**config.mk**
```make
export PLATFORM = sky130hd
export DESIGN_NAME = serial_flow_ctrl
export DESIGN_NICKNAME = d
export VERILOG_FILES = /design/src/pkg/serial_pkg.sv /design/src/hw/pair_buffer.sv /design/src/hw/rx_frame.sv /design/src/hw/serial_flow_ctrl.sv
export VERILOG_INCLUDE_DIRS = /design/src /design/src/pkg
export SDC_FILE = /design/constraint.sdc
export NUM_CORES = 1
export LEC_CHECK = 0
export BUFFER_PORTS_ARGS = -buffer_cell sky130_fd_sc_hd__buf_2
export CORE_MARGIN = 2
export CORE_UTILIZATION = 31
export CTS_CLUSTER_SIZE = 14
export DETAILED_ROUTE_END_ITERATION = 10
export GPL_ROUTABILITY_DRIVEN = 0
export PLACE_DENSITY = 0.57
export REMOVE_ABC_BUFFERS = 1
export SLEW_MARGIN = 20
export SYNTH_ARGS = -nofsm -noshare
export SYNTH_HDL_FRONTEND = slang
export SYNTH_SLANG_ARGS = --single-unit
```
**constraint.sdc**
```tcl
create_clock -name mclk -period 5 [get_ports mclk]
set_input_delay 0.75 -clock mclk [delete_from_list [all_inputs] [get_ports mclk]]
set_output_delay 0.75 -clock mclk [all_outputs]
set_load 0.005 [all_outputs]
```
**src/pkg/serial_regs.svh**
```systemverilog
/*
  serial flow-control block: register offsets, field positions, reset values,
  special characters and timing figures.
  assumes: included by bare name; holds definitions only.
*/
`ifndef SERIAL_REGS_SVH
`define SERIAL_REGS_SVH

`define CLK_HZ        125000000
`define BAUD_FAST     9600
`define BAUD_SEL_MAX  3'h5
`define APB_AW        12

`define OFF_CTRL      12'h000
`define OFF_STATUS    12'h004
`define OFF_RXDATA    12'h008
`define OFF_TXDATA    12'h00c

`define CTRL_BAUD_LO  0
`define CTRL_BAUD_HI  2
`define CTRL_PAR_LO   3
`define CTRL_PAR_HI   4
`define CTRL_TALK     5
`define CTRL_RST_BAUD 3'h5

`define ST_CNT_LO     0
`define ST_CNT_HI     7
`define ST_DTR        8
`define ST_SUSP       9
`define ST_TXRDY      10
`define ST_TALK       11
`define ST_ABORT      12
`define ST_OVR        13
`define ST_PERR       14
`define ST_FERR       15

`define RXD_VALID     8
`define TXD_LAST      8

`define CHAR_NL       8'h0a
`define CHAR_ETX      8'h03

`define FULL_LEVEL    100
`define RESUME_LEVEL  90
`define GRACE_CHARS   10
`define FIFO_DEPTH    128
`define TX_FRAME_BITS 4'hb

`endif
```
**src/pkg/serial_pkg.sv**
```systemverilog
/*
  types shared by the serial flow-control block.
  assumes: compiled before every design file.
*/
package serial_pkg;
  typedef logic [19:0] bitcnt_t;
  typedef enum logic [1:0] {PAR_NONE = 2'h0, PAR_EVEN = 2'h1, PAR_ODD = 2'h2} parity_t;
  typedef enum logic [3:0] {RX_IDLE = 4'h1, RX_START = 4'h2, RX_DATA = 4'h4, RX_STOP = 4'h8} rx_state_t;
  typedef enum logic [1:0] {TX_IDLE = 2'h1, TX_SEND = 2'h2} tx_state_t;
endpackage : serial_pkg

```
**src/hw/pair_buffer.sv**
```systemverilog
/*
  two-entry buffer with valid/ready on both sides and a flush.
  assumes: one clock; flush discards both entries and wins over a push.
*/
module pair_buffer #(
  parameter int WIDTH = 9  // entry width
) (
  input  wire logic             mclk,       // system clock
  input  wire logic             srst,       // synchronous reset
  input  wire logic             flush,      // drop everything held
  input  wire logic             in_valid,   // push request
  output logic                  in_ready,   // room for one more
  input  wire logic [WIDTH-1:0] in_data,    // pushed entry
  output logic                  out_valid,  // entry available
  input  wire logic             out_ready,  // consumer takes it
  output logic [WIDTH-1:0]      out_data    // oldest entry
);
  logic [WIDTH-1:0] mem_r [2];
  logic             wp_r, wp_nxt, rp_r, rp_nxt;
  logic [1:0]       cnt_r, cnt_nxt;
  logic             push, pop;

  // counts, not pointer compare, give honest full and empty
  always_comb
  begin
    push = in_valid && in_ready && !flush;
    pop = out_valid && out_ready && !flush;
    wp_nxt = flush ? 1'b0 : wp_r ^ push;
    rp_nxt = flush ? 1'b0 : rp_r ^ pop;
    cnt_nxt = flush ? 2'h0 : cnt_r + {1'b0, push} - {1'b0, pop};
  end

  always_ff @(posedge mclk)
  begin
    if (srst)
    begin
      wp_r <= 1'b0;
      rp_r <= 1'b0;
      cnt_r <= 2'h0;
    end
    else
    begin
      wp_r <= wp_nxt;
      rp_r <= rp_nxt;
      cnt_r <= cnt_nxt;
    end
    if (push)
      mem_r[wp_r] <= in_data;
  end

  assign in_ready = (cnt_r != 2'h2);
  assign out_valid = (cnt_r != 2'h0);
  assign out_data = mem_r[rp_r];
endmodule : pair_buffer

```
**src/hw/rx_frame.sv**
```systemverilog
/*
  receive framer: one start bit, eight bit slots, stop bits; flags parity and framing errors.
  assumes: rxd synchronous to mclk, idle high; bit_cyc steady during a frame.
*/
`include "serial_regs.svh"
module rx_frame (
  input  wire logic               mclk,      // system clock
  input  wire logic               srst,      // synchronous reset
  input  wire logic               rxd,       // serial input
  input  wire serial_pkg::bitcnt_t bit_cyc,  // clocks per bit
  input  wire serial_pkg::parity_t par,      // parity mode
  output logic                    vld,       // one-cycle pulse per frame
  output logic [7:0]              data,      // raw eight bit slots
  output logic                    perr,      // parity wrong, with vld
  output logic                    ferr       // first stop bit low, with vld
);
  import serial_pkg::*;

  rx_state_t  st_r, st_nxt;
  bitcnt_t    cnt_r, cnt_nxt;
  logic [2:0] idx_r, idx_nxt;
  logic [7:0] sh_r, sh_nxt;
  logic       vld_nxt, perr_nxt, ferr_nxt;

  // sample mid-bit; a start edge shorter than half a bit is dropped as a glitch
  always_comb
  begin
    st_nxt = st_r;
    cnt_nxt = cnt_r;
    idx_nxt = idx_r;
    sh_nxt = sh_r;
    vld_nxt = 1'b0;
    perr_nxt = perr;
    ferr_nxt = ferr;
    case (st_r)
      RX_IDLE:
        if (!rxd)
        begin
          st_nxt = RX_START;
          cnt_nxt = bit_cyc >> 1;
        end
      RX_START:
        if (cnt_r != '0)
          cnt_nxt = cnt_r - 1'b1;
        else if (rxd)
          st_nxt = RX_IDLE;
        else
        begin
          st_nxt = RX_DATA;
          cnt_nxt = bit_cyc - 1'b1;
          idx_nxt = '0;
        end
      RX_DATA:
        if (cnt_r != '0)
          cnt_nxt = cnt_r - 1'b1;
        else
        begin
          sh_nxt = {rxd, sh_r[7:1]};
          cnt_nxt = bit_cyc - 1'b1;
          idx_nxt = idx_r + 1'b1;
          if (idx_r == 3'h7)
            st_nxt = RX_STOP;
        end
      RX_STOP:
        if (cnt_r != '0)
          cnt_nxt = cnt_r - 1'b1;
        else
        begin
          st_nxt = RX_IDLE;  // second stop bit reads as idle
          vld_nxt = 1'b1;
          ferr_nxt = !rxd;
          perr_nxt = ((par == PAR_EVEN) && ^sh_r) || ((par == PAR_ODD) && !(^sh_r));
        end
      default:
        st_nxt = RX_IDLE;
    endcase
  end

  always_ff @(posedge mclk)
  begin
    if (srst)
    begin
      st_r <= RX_IDLE;
      cnt_r <= '0;
      idx_r <= '0;
      sh_r <= '0;
      vld <= 1'b0;
      perr <= 1'b0;
      ferr <= 1'b0;
    end
    else
    begin
      st_r <= st_nxt;
      cnt_r <= cnt_nxt;
      idx_r <= idx_nxt;
      sh_r <= sh_nxt;
      vld <= vld_nxt;
      perr <= perr_nxt;
      ferr <= ferr_nxt;
    end
  end
  assign data = sh_r;
endmodule : rx_frame

```
**src/hw/serial_flow_ctrl.sv**
```systemverilog
/*
  serial character port with DTR/DSR hold-off, receive buffer and APB registers.
  assumes: APB master per AMBA APB; rxd and dsr synchronous to mclk; dtr true = 1,
  dsr true = 1; line drivers outside do the voltage inversion.
*/
// The placing of the registers and register access over APB were left to the implementer.
// Overview of operation
// - take characters only while DTR is true; the code also takes up to GRACE_CHARS more after DTR drops
// - drop DTR at about one hundred buffered
// - raise DTR after draining, unless response pending
// - query plus newline drops DTR before response
// - raise DTR after last response character, unless full
// - check DSR before each character; false suspends
// - DSR true again resumes where output stopped
// - DTR held false while output is suspended
// - Ctrl-C aborts operation and discards pending output
// - one start bit and two stop bits
// - six baud rates, 300 up to 9600
// - no parity eight bits, else seven bits
`include "serial_regs.svh"
module serial_flow_ctrl #(
  parameter int                  FIFO_DEPTH   = `FIFO_DEPTH,    // receive buffer entries
  parameter int                  FULL_LEVEL   = `FULL_LEVEL,    // fill that drops DTR
  parameter int                  RESUME_LEVEL = `RESUME_LEVEL,  // fill that allows DTR again
  parameter int                  GRACE_CHARS  = `GRACE_CHARS,   // chars still taken after DTR drops
  parameter serial_pkg::bitcnt_t BIT_CYC_FAST = serial_pkg::bitcnt_t'(`CLK_HZ / `BAUD_FAST)  // clocks per bit
) (
  input  wire logic              mclk,     // system clock, 125 MHz
  input  wire logic              srst,     // synchronous reset, active high
  input  wire logic [`APB_AW-1:0] paddr,   // apb address
  input  wire logic              psel,     // apb select
  input  wire logic              penable,  // apb access phase
  input  wire logic              pwrite,   // apb direction
  input  wire logic [31:0]       pwdata,   // apb write data
  output logic [31:0]            prdata,   // apb read data
  output logic                   pready,   // apb ready
  output logic                   pslverr,  // apb error, unmapped address
  input  wire logic              rxd,      // serial data in
  output logic                   txd,      // serial data out
  input  wire logic              dsr,      // host ready to accept
  output logic                   dtr       // device ready, hold-off when low
);
  import serial_pkg::*;

  localparam int PW = $clog2(FIFO_DEPTH);
  localparam int CW = PW + 1;
  localparam logic [CW-1:0] DEPTH_C = CW'(FIFO_DEPTH);
  localparam logic [CW-1:0] FULL_C = CW'(FULL_LEVEL);
  localparam logic [CW-1:0] RESUME_C = CW'(RESUME_LEVEL);
  localparam logic [3:0] GRACE_C = 4'(GRACE_CHARS);

  // pointers wrap by width, count must fit its status field, shifts must fit bitcnt_t
  if ((FIFO_DEPTH & (FIFO_DEPTH - 1)) != 0 || FIFO_DEPTH > 128 || FIFO_DEPTH < 4
      || FULL_LEVEL + GRACE_CHARS > FIFO_DEPTH || RESUME_LEVEL >= FULL_LEVEL
      || GRACE_CHARS > 15 || GRACE_CHARS < 1 || BIT_CYC_FAST >= bitcnt_t'(32768)
      || BIT_CYC_FAST < bitcnt_t'(4))
  begin : g_bad_params
    $error("serial_flow_ctrl: unsupported parameter set");
  end

  // configuration and flags
  logic [2:0]  baud_r, baud_nxt;
  parity_t     par_r, par_nxt;
  logic        talk_r, talk_nxt, nl_r, nl_nxt;
  logic        abort_r, abort_nxt, ovr_r, ovr_nxt;
  logic        perr_r, perr_nxt, ferr_r, ferr_nxt;
  // apb
  logic        pready_nxt, pslverr_nxt;
  logic [31:0] prdata_nxt;
  logic        setup, acc, wr_ctrl, wr_stat, wr_tx, rd_rx;
  // receive buffer and flow
  logic [7:0]    mem_r [FIFO_DEPTH];
  logic [PW-1:0] wp_r, wp_nxt, rp_r, rp_nxt;
  logic [CW-1:0] cnt_r, cnt_nxt;
  logic          fill_r, fill_nxt, dtr_nxt;
  logic [3:0]    grace_r, grace_nxt;
  logic          push, pop, may_take, is_etx, is_nl, talk_hold;
  logic [7:0]    char_in;
  // transmit
  tx_state_t   tx_st_r, tx_st_nxt;
  logic [10:0] sh_r, sh_nxt;
  logic [3:0]  idx_r, idx_nxt;
  bitcnt_t     tcnt_r, tcnt_nxt, bit_cyc;
  logic        last_r, last_nxt, txd_nxt, susp_r, susp_nxt;
  logic        done_last, talk_ok, tb_take, tb_v, tb_rdy;
  logic [8:0]  tb_d;
  logic [7:0]  tx_frame_dat;
  // receiver outputs
  logic        rx_vld, rx_perr, rx_ferr;
  logic [7:0]  rx_byte;

  // baud index 0..5 = 300..9600, each step doubles the rate
  assign bit_cyc = BIT_CYC_FAST << (`BAUD_SEL_MAX - baud_r);

  rx_frame u_rx (
    .mclk    (mclk),
    .srst    (srst),
    .rxd     (rxd),
    .bit_cyc (bit_cyc),
    .par     (par_r),
    .vld     (rx_vld),
    .data    (rx_byte),
    .perr    (rx_perr),
    .ferr    (rx_ferr)
  );

  // response characters wait here; the shifter stalls on DSR so the pair can fill
  pair_buffer #(.WIDTH(9)) u_txbuf (
    .mclk      (mclk),
    .srst      (srst),
    .flush     (is_etx),
    .in_valid  (wr_tx),
    .in_ready  (tb_rdy),
    .in_data   (pwdata[`TXD_LAST:0]),
    .out_valid (tb_v),
    .out_ready (tb_take),
    .out_data  (tb_d)
  );

  // received character decode
  always_comb
  begin
    char_in = (par_r == PAR_NONE) ? rx_byte : {1'b0, rx_byte[6:0]};
    is_etx = rx_vld && !rx_ferr && (char_in == `CHAR_ETX);
    is_nl = (char_in == `CHAR_NL);
    talk_hold = talk_r && nl_r;
  end

  // apb decode: zero wait states, pready rises in the first access cycle
  always_comb
  begin
    setup = psel && !penable;
    acc = psel && penable && pready;
    wr_ctrl = acc && pwrite && (paddr == `OFF_CTRL);
    wr_stat = acc && pwrite && (paddr == `OFF_STATUS);
    wr_tx = acc && pwrite && (paddr == `OFF_TXDATA);
    rd_rx = acc && !pwrite && (paddr == `OFF_RXDATA);
    pready_nxt = setup;
    pslverr_nxt = setup && (paddr != `OFF_CTRL) && (paddr != `OFF_STATUS)
                  && (paddr != `OFF_RXDATA) && (paddr != `OFF_TXDATA);
    prdata_nxt = '0;
    if (setup && !pwrite)
    begin
      case (paddr)
        `OFF_CTRL:
        begin
          prdata_nxt[`CTRL_BAUD_HI:`CTRL_BAUD_LO] = baud_r;
          prdata_nxt[`CTRL_PAR_HI:`CTRL_PAR_LO] = par_r;
          prdata_nxt[`CTRL_TALK] = talk_r;
        end
        `OFF_STATUS:
        begin
          prdata_nxt[`ST_CNT_HI:`ST_CNT_LO] = 8'(cnt_r);
          prdata_nxt[`ST_DTR] = dtr;
          prdata_nxt[`ST_SUSP] = susp_r;
          prdata_nxt[`ST_TXRDY] = tb_rdy;
          prdata_nxt[`ST_TALK] = talk_hold;
          prdata_nxt[`ST_ABORT] = abort_r;
          prdata_nxt[`ST_OVR] = ovr_r;
          prdata_nxt[`ST_PERR] = perr_r;
          prdata_nxt[`ST_FERR] = ferr_r;
        end
        `OFF_RXDATA:
        begin
          // valid is latched here so a pop never takes a char the read did not show
          prdata_nxt[`RXD_VALID-1:0] = mem_r[rp_r];
          prdata_nxt[`RXD_VALID] = (cnt_r != '0);
        end
        default:
          prdata_nxt = '0;
      endcase
    end
  end

  // configuration, talk state and sticky flags; each sticky flag's set wins over its clear, but Ctrl-C clears talk state over a set
  always_comb
  begin
    baud_nxt = baud_r;
    par_nxt = par_r;
    if (wr_ctrl && pwdata[`CTRL_BAUD_HI:`CTRL_BAUD_LO] <= `BAUD_SEL_MAX)
      baud_nxt = pwdata[`CTRL_BAUD_HI:`CTRL_BAUD_LO];
    if (wr_ctrl && pwdata[`CTRL_PAR_HI:`CTRL_PAR_LO] inside {PAR_NONE, PAR_EVEN, PAR_ODD})
      par_nxt = parity_t'(pwdata[`CTRL_PAR_HI:`CTRL_PAR_LO]);
    talk_nxt = ((talk_r && !done_last) || (wr_ctrl && pwdata[`CTRL_TALK])) && !is_etx;
    nl_nxt = ((nl_r && !done_last) || (talk_r && push && is_nl)) && !is_etx;
    abort_nxt = (abort_r && !(wr_stat && pwdata[`ST_ABORT])) || is_etx;
    ovr_nxt = (ovr_r && !(wr_stat && pwdata[`ST_OVR]))
              || (rx_vld && !rx_ferr && !is_etx && !push);
    perr_nxt = (perr_r && !(wr_stat && pwdata[`ST_PERR])) || (rx_vld && rx_perr);
    ferr_nxt = (ferr_r && !(wr_stat && pwdata[`ST_FERR])) || (rx_vld && rx_ferr);
  end

  always_ff @(posedge mclk)
  begin
    if (srst)
    begin
      baud_r <= `CTRL_RST_BAUD;
      par_r <= PAR_NONE;
      talk_r <= 1'b0;
      nl_r <= 1'b0;
      abort_r <= 1'b0;
      ovr_r <= 1'b0;
      perr_r <= 1'b0;
      ferr_r <= 1'b0;
      pready <= 1'b0;
      pslverr <= 1'b0;
      prdata <= '0;
    end
    else
    begin
      baud_r <= baud_nxt;
      par_r <= par_nxt;
      talk_r <= talk_nxt;
      nl_r <= nl_nxt;
      abort_r <= abort_nxt;
      ovr_r <= ovr_nxt;
      perr_r <= perr_nxt;
      ferr_r <= ferr_nxt;
      pready <= pready_nxt;
      pslverr <= pslverr_nxt;
      prdata <= prdata_nxt;
    end
  end

  // receive buffer and DTR; Ctrl-C is consumed, never stored
  always_comb
  begin
    may_take = dtr || (grace_r < GRACE_C);
    push = rx_vld && !rx_ferr && !is_etx && may_take && (cnt_r != DEPTH_C);
    pop = rd_rx && prdata[`RXD_VALID];
    wp_nxt = wp_r + {{(PW-1){1'b0}}, push};
    rp_nxt = rp_r + {{(PW-1){1'b0}}, pop};
    cnt_nxt = cnt_r + {{(CW-1){1'b0}}, push} - {{(CW-1){1'b0}}, pop};
    // hysteresis keeps DTR from chattering around the threshold
    if (cnt_r >= FULL_C)
      fill_nxt = 1'b1;
    else if (cnt_r <= RESUME_C)
      fill_nxt = 1'b0;
    else
      fill_nxt = fill_r;
    // chars after DTR drops are counted; past the grace allowance they are dropped
    if (dtr)
      grace_nxt = '0;
    else if (push && grace_r != 4'hf)
      grace_nxt = grace_r + 1'b1;
    else
      grace_nxt = grace_r;
    dtr_nxt = !(fill_r || talk_hold || susp_r);
  end

  always_ff @(posedge mclk)
  begin
    if (srst)
    begin
      wp_r <= '0;
      rp_r <= '0;
      cnt_r <= '0;
      fill_r <= 1'b0;
      grace_r <= '0;
      dtr <= 1'b0;
    end
    else
    begin
      wp_r <= wp_nxt;
      rp_r <= rp_nxt;
      cnt_r <= cnt_nxt;
      fill_r <= fill_nxt;
      grace_r <= grace_nxt;
      dtr <= dtr_nxt;
    end
    if (push)
      mem_r[wp_r] <= char_in;
  end

  // transmitter: start bit, 8 slots, two stop bits, LSB first
  always_comb
  begin
    // a response may only start once DTR is already low for it
    talk_ok = !talk_r || (talk_hold && !dtr);
    tb_take = (tx_st_r == TX_IDLE) && tb_v && dsr && talk_ok && !is_etx;
    tx_frame_dat = tb_d[7:0];
    if (par_r == PAR_EVEN)
      tx_frame_dat[7] = ^tb_d[6:0];
    else if (par_r == PAR_ODD)
      tx_frame_dat[7] = !(^tb_d[6:0]);
    tx_st_nxt = tx_st_r;
    sh_nxt = sh_r;
    idx_nxt = idx_r;
    tcnt_nxt = tcnt_r;
    last_nxt = last_r;
    txd_nxt = txd;
    done_last = 1'b0;
    // suspend only when a char is waiting and DSR is false; resume picks up the same char
    susp_nxt = (tx_st_r == TX_IDLE) && tb_v && !dsr && !is_etx;
    case (tx_st_r)
      TX_IDLE:
        if (tb_take)
        begin
          tx_st_nxt = TX_SEND;
          sh_nxt = {2'b11, tx_frame_dat, 1'b0};
          txd_nxt = 1'b0;
          idx_nxt = '0;
          tcnt_nxt = bit_cyc - 1'b1;
          last_nxt = tb_d[`TXD_LAST];
        end
      TX_SEND:
        if (is_etx)
        begin
          tx_st_nxt = TX_IDLE;
          txd_nxt = 1'b1;
        end
        else if (tcnt_r != '0)
          tcnt_nxt = tcnt_r - 1'b1;
        else if (idx_r == `TX_FRAME_BITS - 1'b1)
        begin
          tx_st_nxt = TX_IDLE;
          txd_nxt = 1'b1;
          done_last = last_r;
        end
        else
        begin
          sh_nxt = {1'b1, sh_r[10:1]};
          txd_nxt = sh_r[1];
          idx_nxt = idx_r + 1'b1;
          tcnt_nxt = bit_cyc - 1'b1;
        end
      default:
      begin
        tx_st_nxt = TX_IDLE;
        txd_nxt = 1'b1;
      end
    endcase
  end

  always_ff @(posedge mclk)
  begin
    if (srst)
    begin
      tx_st_r <= TX_IDLE;
      sh_r <= '1;
      idx_r <= '0;
      tcnt_r <= '0;
      last_r <= 1'b0;
      txd <= 1'b1;
      susp_r <= 1'b0;
    end
    else
    begin
      tx_st_r <= tx_st_nxt;
      sh_r <= sh_nxt;
      idx_r <= idx_nxt;
      tcnt_r <= tcnt_nxt;
      last_r <= last_nxt;
      txd <= txd_nxt;
      susp_r <= susp_nxt;
    end
  end
endmodule : serial_flow_ctrl

```
# ---- After elaboration in Yosys (flattened, before gate mapping)
# Memory sizes are Yosys's and may differ from the RTL's. A register that Yosys moved wholly into a read port is not among the register bits.
# Index checks and enable logic that the tools add are counted.
dict set report word_totals {
  reg_bits 155
  ram_bits 1042
  in_bits 51
  out_inout_bits 36
  wordCells 273
  n_memories 2
}
# memory depth word_bits rd rd_ports_with_merged_regs wr line
set memory_table {}
lappend memory_table {mem_r 128 8 1 1 1 serial_flow_ctrl.sv:72} ;# logic [7:0] mem_r [FIFO_DEPTH];
lappend memory_table {u_txbuf.mem_r 2 9 1 1 1 pair_buffer.sv:18} ;# logic [WIDTH-1:0] mem_r [2];
dict set report op_classes {
  n_addsub 13
  n_lt_le_gt_ge 4
  n_eq_ne 38
  shift 1
  n_mux 60
  n_bitwise 6
  n_reduce_logical 113
}
# op count
set op_table {}
lappend op_table {{20-bit 2-to-1 mux} 9}
lappend op_table {{20-bit case mux with 4 select lines} 1}
lappend op_table {{20-bit by 1-bit subtractor with 20-bit output (second input constant)} 3}
lappend op_table {{1-bit logical AND} 55}
lappend op_table {{11-bit 2-to-1 mux} 4}
lappend op_table {{20-bit case mux with 2 select lines} 1}
lappend op_table {{20-bit nonzero test} 2}
lappend op_table {{4-bit 2-to-1 mux} 9}
lappend op_table {{12-bit by 4-bit equality test with 1-bit output (second input constant)} 2}
lappend op_table {{12-bit by 4-bit inequality test with 1-bit output (second input constant)} 2}
lappend op_table {{11-bit case mux with 2 select lines} 1}
lappend op_table {{14-bit by 3-bit << shifter with 20-bit output (first input constant)} 1}
lappend op_table {{1-bit 2-to-1 mux} 18}
lappend op_table {{2-bit inequality test (second input constant)} 9}
lappend op_table {{6-bit case mux with 3 select lines} 1}
lappend op_table {{1-bit zero test} 17}
lappend op_table {{4-bit case mux with 4 select lines} 1}
lappend op_table {{7-bit by 1-bit adder with 7-bit output} 2}
lappend op_table {{12-bit by 3-bit equality test with 1-bit output (second input constant)} 1}
lappend op_table {{12-bit zero test} 1}
lappend op_table {{3-bit 2-to-1 mux} 4}
lappend op_table {{12-bit by 3-bit inequality test with 1-bit output (second input constant)} 1}
lappend op_table {{3-bit case mux with 2 select lines} 2}
lappend op_table {{4-bit AND reduction} 3}
lappend op_table {{47 further kinds} 85}

# ---- Longest topological paths before layout
dict set report logic_depth {
  word_depth 12
  ltp_mapped 17
  depth_no_buf 17
}

# ---- By module
# A second synthesis with hierarchy kept.
dict set report unflattened {
  cells_unflattened 2979
  area_unflattened_um2 48758.0
}
# module n_inst cells_each area_each_um2 seq_area_each_um2
set by_module_without_submodules {}
lappend by_module_without_submodules {serial_flow_ctrl 1 2567 45138.3 32631.3}
lappend by_module_without_submodules {rx_frame 1 361 2727.6 760.7}
lappend by_module_without_submodules {pair_buffer 1 51 892.1 620.6}

# ---- Worst setup path after synthesis
# Ideal clock, no wire load.
dict set report synth_path {
  path_kind {reg-to-reg}
  from {register u_rx.sh_r[2], in the netlist u_rx.data[2]}
  to {register cnt_r[6]}
  setup_time_ps 128
  t_arrival_ps 4746
  required_time_ps 4872
  path_slack_ps 127
  path_stages_with_launch 18
  path_buffers 0
  period_less_slack_ps 4873
  cell_sequence {dfxtp_1 -> inv_1 -> ha_1 -> nand2_1 -> nor3_1 -> nor3_2 -> inv_1 -> ha_1 -> inv_1 -> ha_1 -> fa_1 -> a21oi_1 -> o21bai_1 -> a21oi_1 -> nor2_1 -> nor2_1 -> xor2_1 -> nor2_1}
}
dict set report synth_via {
  elab_chain_len 9
}
# element line
set synth_rtl {}
lappend synth_rtl {{start, declared} rx_frame.sv:22} ;# logic [7:0] sh_r, sh_nxt;
lappend synth_rtl {{start signal, assigned} rx_frame.sv:96} ;# sh_r <= sh_nxt;
lappend synth_rtl {{8-bit 2-to-1 mux} serial_flow_ctrl.sv:123} ;# char_in = (par_r == PAR_NONE) ? rx_byte : {1'b0, rx_byte[6:0]};
lappend synth_rtl {{8-bit by 2-bit equality test with 1-bit output (no source line)} --}
lappend synth_rtl {{1-bit logical AND} serial_flow_ctrl.sv:124} ;# is_etx = rx_vld && !rx_ferr && (char_in == `CHAR_ETX);
lappend synth_rtl {{1-bit zero test} serial_flow_ctrl.sv:229} ;# push = rx_vld && !rx_ferr && !is_etx && may_take && (cnt_r != DEPTH_C);
lappend synth_rtl {{1-bit logical AND (3 in a row)} serial_flow_ctrl.sv:229}
lappend synth_rtl {{8-bit by 1-bit adder with 8-bit output} serial_flow_ctrl.sv:233} ;# cnt_nxt = cnt_r + {{(CW-1){1'b0}}, push} - {{(CW-1){1'b0}}, pop};
lappend synth_rtl {{8-bit by 1-bit subtractor with 8-bit output} serial_flow_ctrl.sv:233}
lappend synth_rtl {{end signal, assigned} serial_flow_ctrl.sv:266} ;# cnt_r <= cnt_nxt;
lappend synth_rtl {{end, declared} serial_flow_ctrl.sv:74} ;# logic [CW-1:0] cnt_r, cnt_nxt;
# No other way between the ends.
# A chain may end at the register's enable or synchronous reset.

==> results.txt <==
----------------------------------------------------
[Yosys]
  Area share of the largest cell type after synthesis ... 64.7%
  Most frequent cells after synthesis ... edfxtp_1, nor2_1, mux4_2
  Top cells by area in the synthesized netlist ... edfxtp_1, mux4_2, dfxtp_1
  Synthesized instance count ... 2920
  Number of flops mapped to enable cells by yosys ... 1042
  Number of flip-flops and latches in the synthesized netlist ... 1178
  Cell with the most instances after synthesis ... edfxtp_1
  Average footprint of a synthesized cell ... 16.6 um2
  Warning count from the yosys run ... 0
  Post-synthesis cell type count ... 81
  Fraction of the yosys area taken by sequential cells ... 70.3%
  Share of synthesized registers carrying an async set or reset ... 0%
  Post-synth top area cell ... edfxtp_1
  Primary FF master, synth ... edfxtp_1
  Area of the mapped netlist ... 48400 um2

[Clock tree]
  Longest Clk Path Bufs ... 3
  H-tree levels ... 3
  Total clock buffers created by CTS ... 117
  Number of buffers inserted by hold repair at cts ... 0
  Master cell of the clock root buffer ... clkbuf_16
  Clock Pin Slew Worst Setup and Hold Paths ... 0.06 ns
  Setup fix buffers added after clock tree synthesis ... 0
  Latest clock arrival within the worst-skew pair ... 0.73 ns
  TritonCTS clock tree ... yes
  Number of sinks handled by clock tree synthesis ... 1178
  CTS resizes ... 0

[Placement]
  Placed wire-length estimate after detailed placement ... 73.3 mm
  Pre-CTS setup slack ... 0.857 ns
  Count of input and output buffers ... 51

[Critical path]
  Startpoint Class ... flop
  Beginning of the worst register-to-register path ... rp_r[0]$_SDFF_PP0_
  Critical path capture point type ... flop
  CP required ... 5.57 ns
  Worst setup path end ... prdata[7]$_SDFF_PP0_
  Crit path max fanout ... 38
  Terminus of the critical flop-to-flop path ... prdata[7]$_SDFF_PP0_
  R2r worst-path depth ... 7
  Class of the most critical setup path ... reg -> reg
  Reg-to-reg setup timing slack ... 1.27 ns
  Endpoint arrival time on the critical path ... 4.30 ns
  CP Launch Point ... rp_r[0]$_SDFF_PP0_

[Final layout]
  Fraction of layout instances using a drive strength above 1 ... 19.1%
  Number of antenna diodes ... 0
  # nets final ... 3133
  # fillers ... 14500
  Area growth from synthesis to final layout ... 13.7%

[Die]
  Number of placement rows ... 144
  Die area ... 159000 um2
  Boundary Pins ... 87
  Chip Width ... 399 um
  Height of the die ... 399 um
  Starting Density ... 31.3%
  Core Footprint ... 155000 um2

[Timing]
  Worst clock skew on the final layout ... 0.0300 ns
  Final worst-path cycle share ... 74.7%
  Shortest period the worst path allows ... 3.73 ns
  Final-report hold violation count ... 0
  Transition time at the pin with the least slew margin ... 1.13 ns
  Max_slew headroom ... 24.6%
  Setup violations, final ... 0
  Total negative slack for setup checks ... 0 ns
  RSZ-0062 raised after global routing ... no
  Maximum frequency from static timing analysis ... 0.268 GHz
  Count of final max-slew check failures ... 0
  Smallest setup slack after layout ... 1.27 ns

[Global route]
  First-pass GRT wire length ... 176 mm
  Via count of the first global-routing pass ... 26000
  Global router's overall resource usage ... 14.8%
  Largest net degree at the start of global routing ... 101
  Initial antenna violation count ... 0
  GRT overflow ... 0

[Detailed routing]
  Routed Antenna Nets ... 0
  DR pass1 iterations ... 5
  Remaining design rule violation count ... 0
  Via count ... 26200
  Total Wirelength ... 119 mm
  Via density per instance ... 5.07
  Number of design-rule violations left by the first detailed-router iteration ... 2289
  Wirelength per Cell ... 23.0 um

[Run status]
  Status ... completed

[Job]
  Max capacitance violation total ... 0

[Pwr]
  Max rail drop VDD ... 0.257 mV
  Cell leakage power ... 17.4 nW
  P per Cell Area ... 358 nW/um2

[Hold path]
  Class of the tightest hold or removal check ... in -> reg

----------------------------------------------------
==> power breakdown <==
part | internal [mW] | leakage (nW) | total (mW) | switching (mW)
logic | 0.157 | 4.78 | 0.453 | 0.296
clock network | 4.88 | 1.82 | 8.64 | 3.75
registers | 10.6 | 10.8 | 10.6 | 0.0419
total | 15.6 | 17.4 | 19.7 | 4.09
==> metal layers <==
metal | vias to the layer above | track usage, % | share of wire (%)
met5 | - | 0 | 0
met4 | 0 | 3.86 | 2.0
met3 | 143 | 2.34 | 5.8
met2 | 735 | 24.1 | 48
met1 | 13600 | 20.6 | 45
li1 | 11800 | - | -
==> critical path: stages (launching register included) <==
cell and delay (ns):
dfxtp_4 0.87, buf_4 0.32, mux4_2 0.53, mux2_2 0.28, a211oi_1 0.46, nor2_1 0.14
a2111oi_2 0.71, o21ai_1 0.17
==> per-stage QoR <==
step	utilization, %	hold WS (ns)	cell area, um2	cells	total power, mW
after floorplan	-	0.396	47500	2756	11.1
after global placement	33.1	0.436	51200	4955	11.3
after detailed placement	33.1	0.446	51200	4955	11.3
after CTS	35.6	0.149	55000	5170	19.9
after global routing	35.6	0.173	55000	5171	20.3
final	35.6	0.207	55000	5171	19.7
==> final cells by class <==
class | instances | area [um2] | share of cell area [%]
clock buffer | 144 | 3080 | 5.60
clock inverter | 71 | 654 | 1.19
inverter | 41 | 154 | 0.280
multi-input combinational | 1537 | 13300 | 24.3
sequential | 1178 | 34100 | 61.9
tap | 2044 | 2560 | 4.65
timing repair buffer | 156 | 1170 | 2.12
==> state kept, by name (all words and copies together) (netlist names), 8 cells and up <==
name and count:
cnt_r 8, prdata 16, u_txbuf.mem_r 18, tcnt_r 20, u_rx.cnt_r 20, u_rx.data 8
mem_r 1024, sh_r 8
==> how the worst min path moves through the flow <==
stage / startpoint / end / slack (ns) / cells after the start
floorplan: susp_r$_SDFF_PP0_ / dtr$_SDFF_PP0_ / 0.40 / 1
global placement: susp_r$_SDFF_PP0_ / dtr$_SDFF_PP0_ / 0.44 / 1
detailed placement: abort_r$_SDFF_PP0_ / prdata[12]$_SDFF_PP0_ / 0.45 / 1
CTS: pwdata[6] / u_txbuf.mem_r[1][6]$_DFFE_PP_ / 0.15 / 1
global route: pwdata[6] / u_txbuf.mem_r[1][6]$_DFFE_PP_ / 0.17 / 1
finish: pwdata[6] / u_txbuf.mem_r[1][6]$_DFFE_PP_ / 0.21 / 1
==> placed cells by master, fill, tap and decap left out, types with 11 or more instances in the layout <==
cell type	n
nor3_1	40
clkinv_2	25
nand2_1	135
o21ai_0	89
and2_1	11
xnor2_1	26
o22ai_1	21
nor4_1	21
edfxtp_1	1042
clkbuf_16	119
buf_2	50
nor2b_1	27
nor2_1	280
o221ai_1	23
dfxtp_1	124
nor3b_1	11
nand4_1	11
nand2b_1	14
mux2i_1	133
mux4_2	226
nand3_1	49
clkinv_1	23
a211oi_1	23
a22oi_1	35
buf_4	97
xor2_1	20
ha_1	50
inv_1	39
a21oi_1	92
clkbuf_1	24
conb_1	16
o211ai_1	23
==> cells by family (layout without fill, tap and decap cells) <==
family	Yosys count	after routing	synth area share, %
AOI/OAI and AO/OA	401	401	5.45
and+or+nand+nor	657	657	6.36
other	1	16	0.00775
xor gates and xnor gates	46	46	0.833
DFF	1178	1178	70.3
buffers and inverters	220	412	2.27
muxes	366	366	13.4
adders and majority gates	51	51	1.33
(Power assumes the default switching activity.)
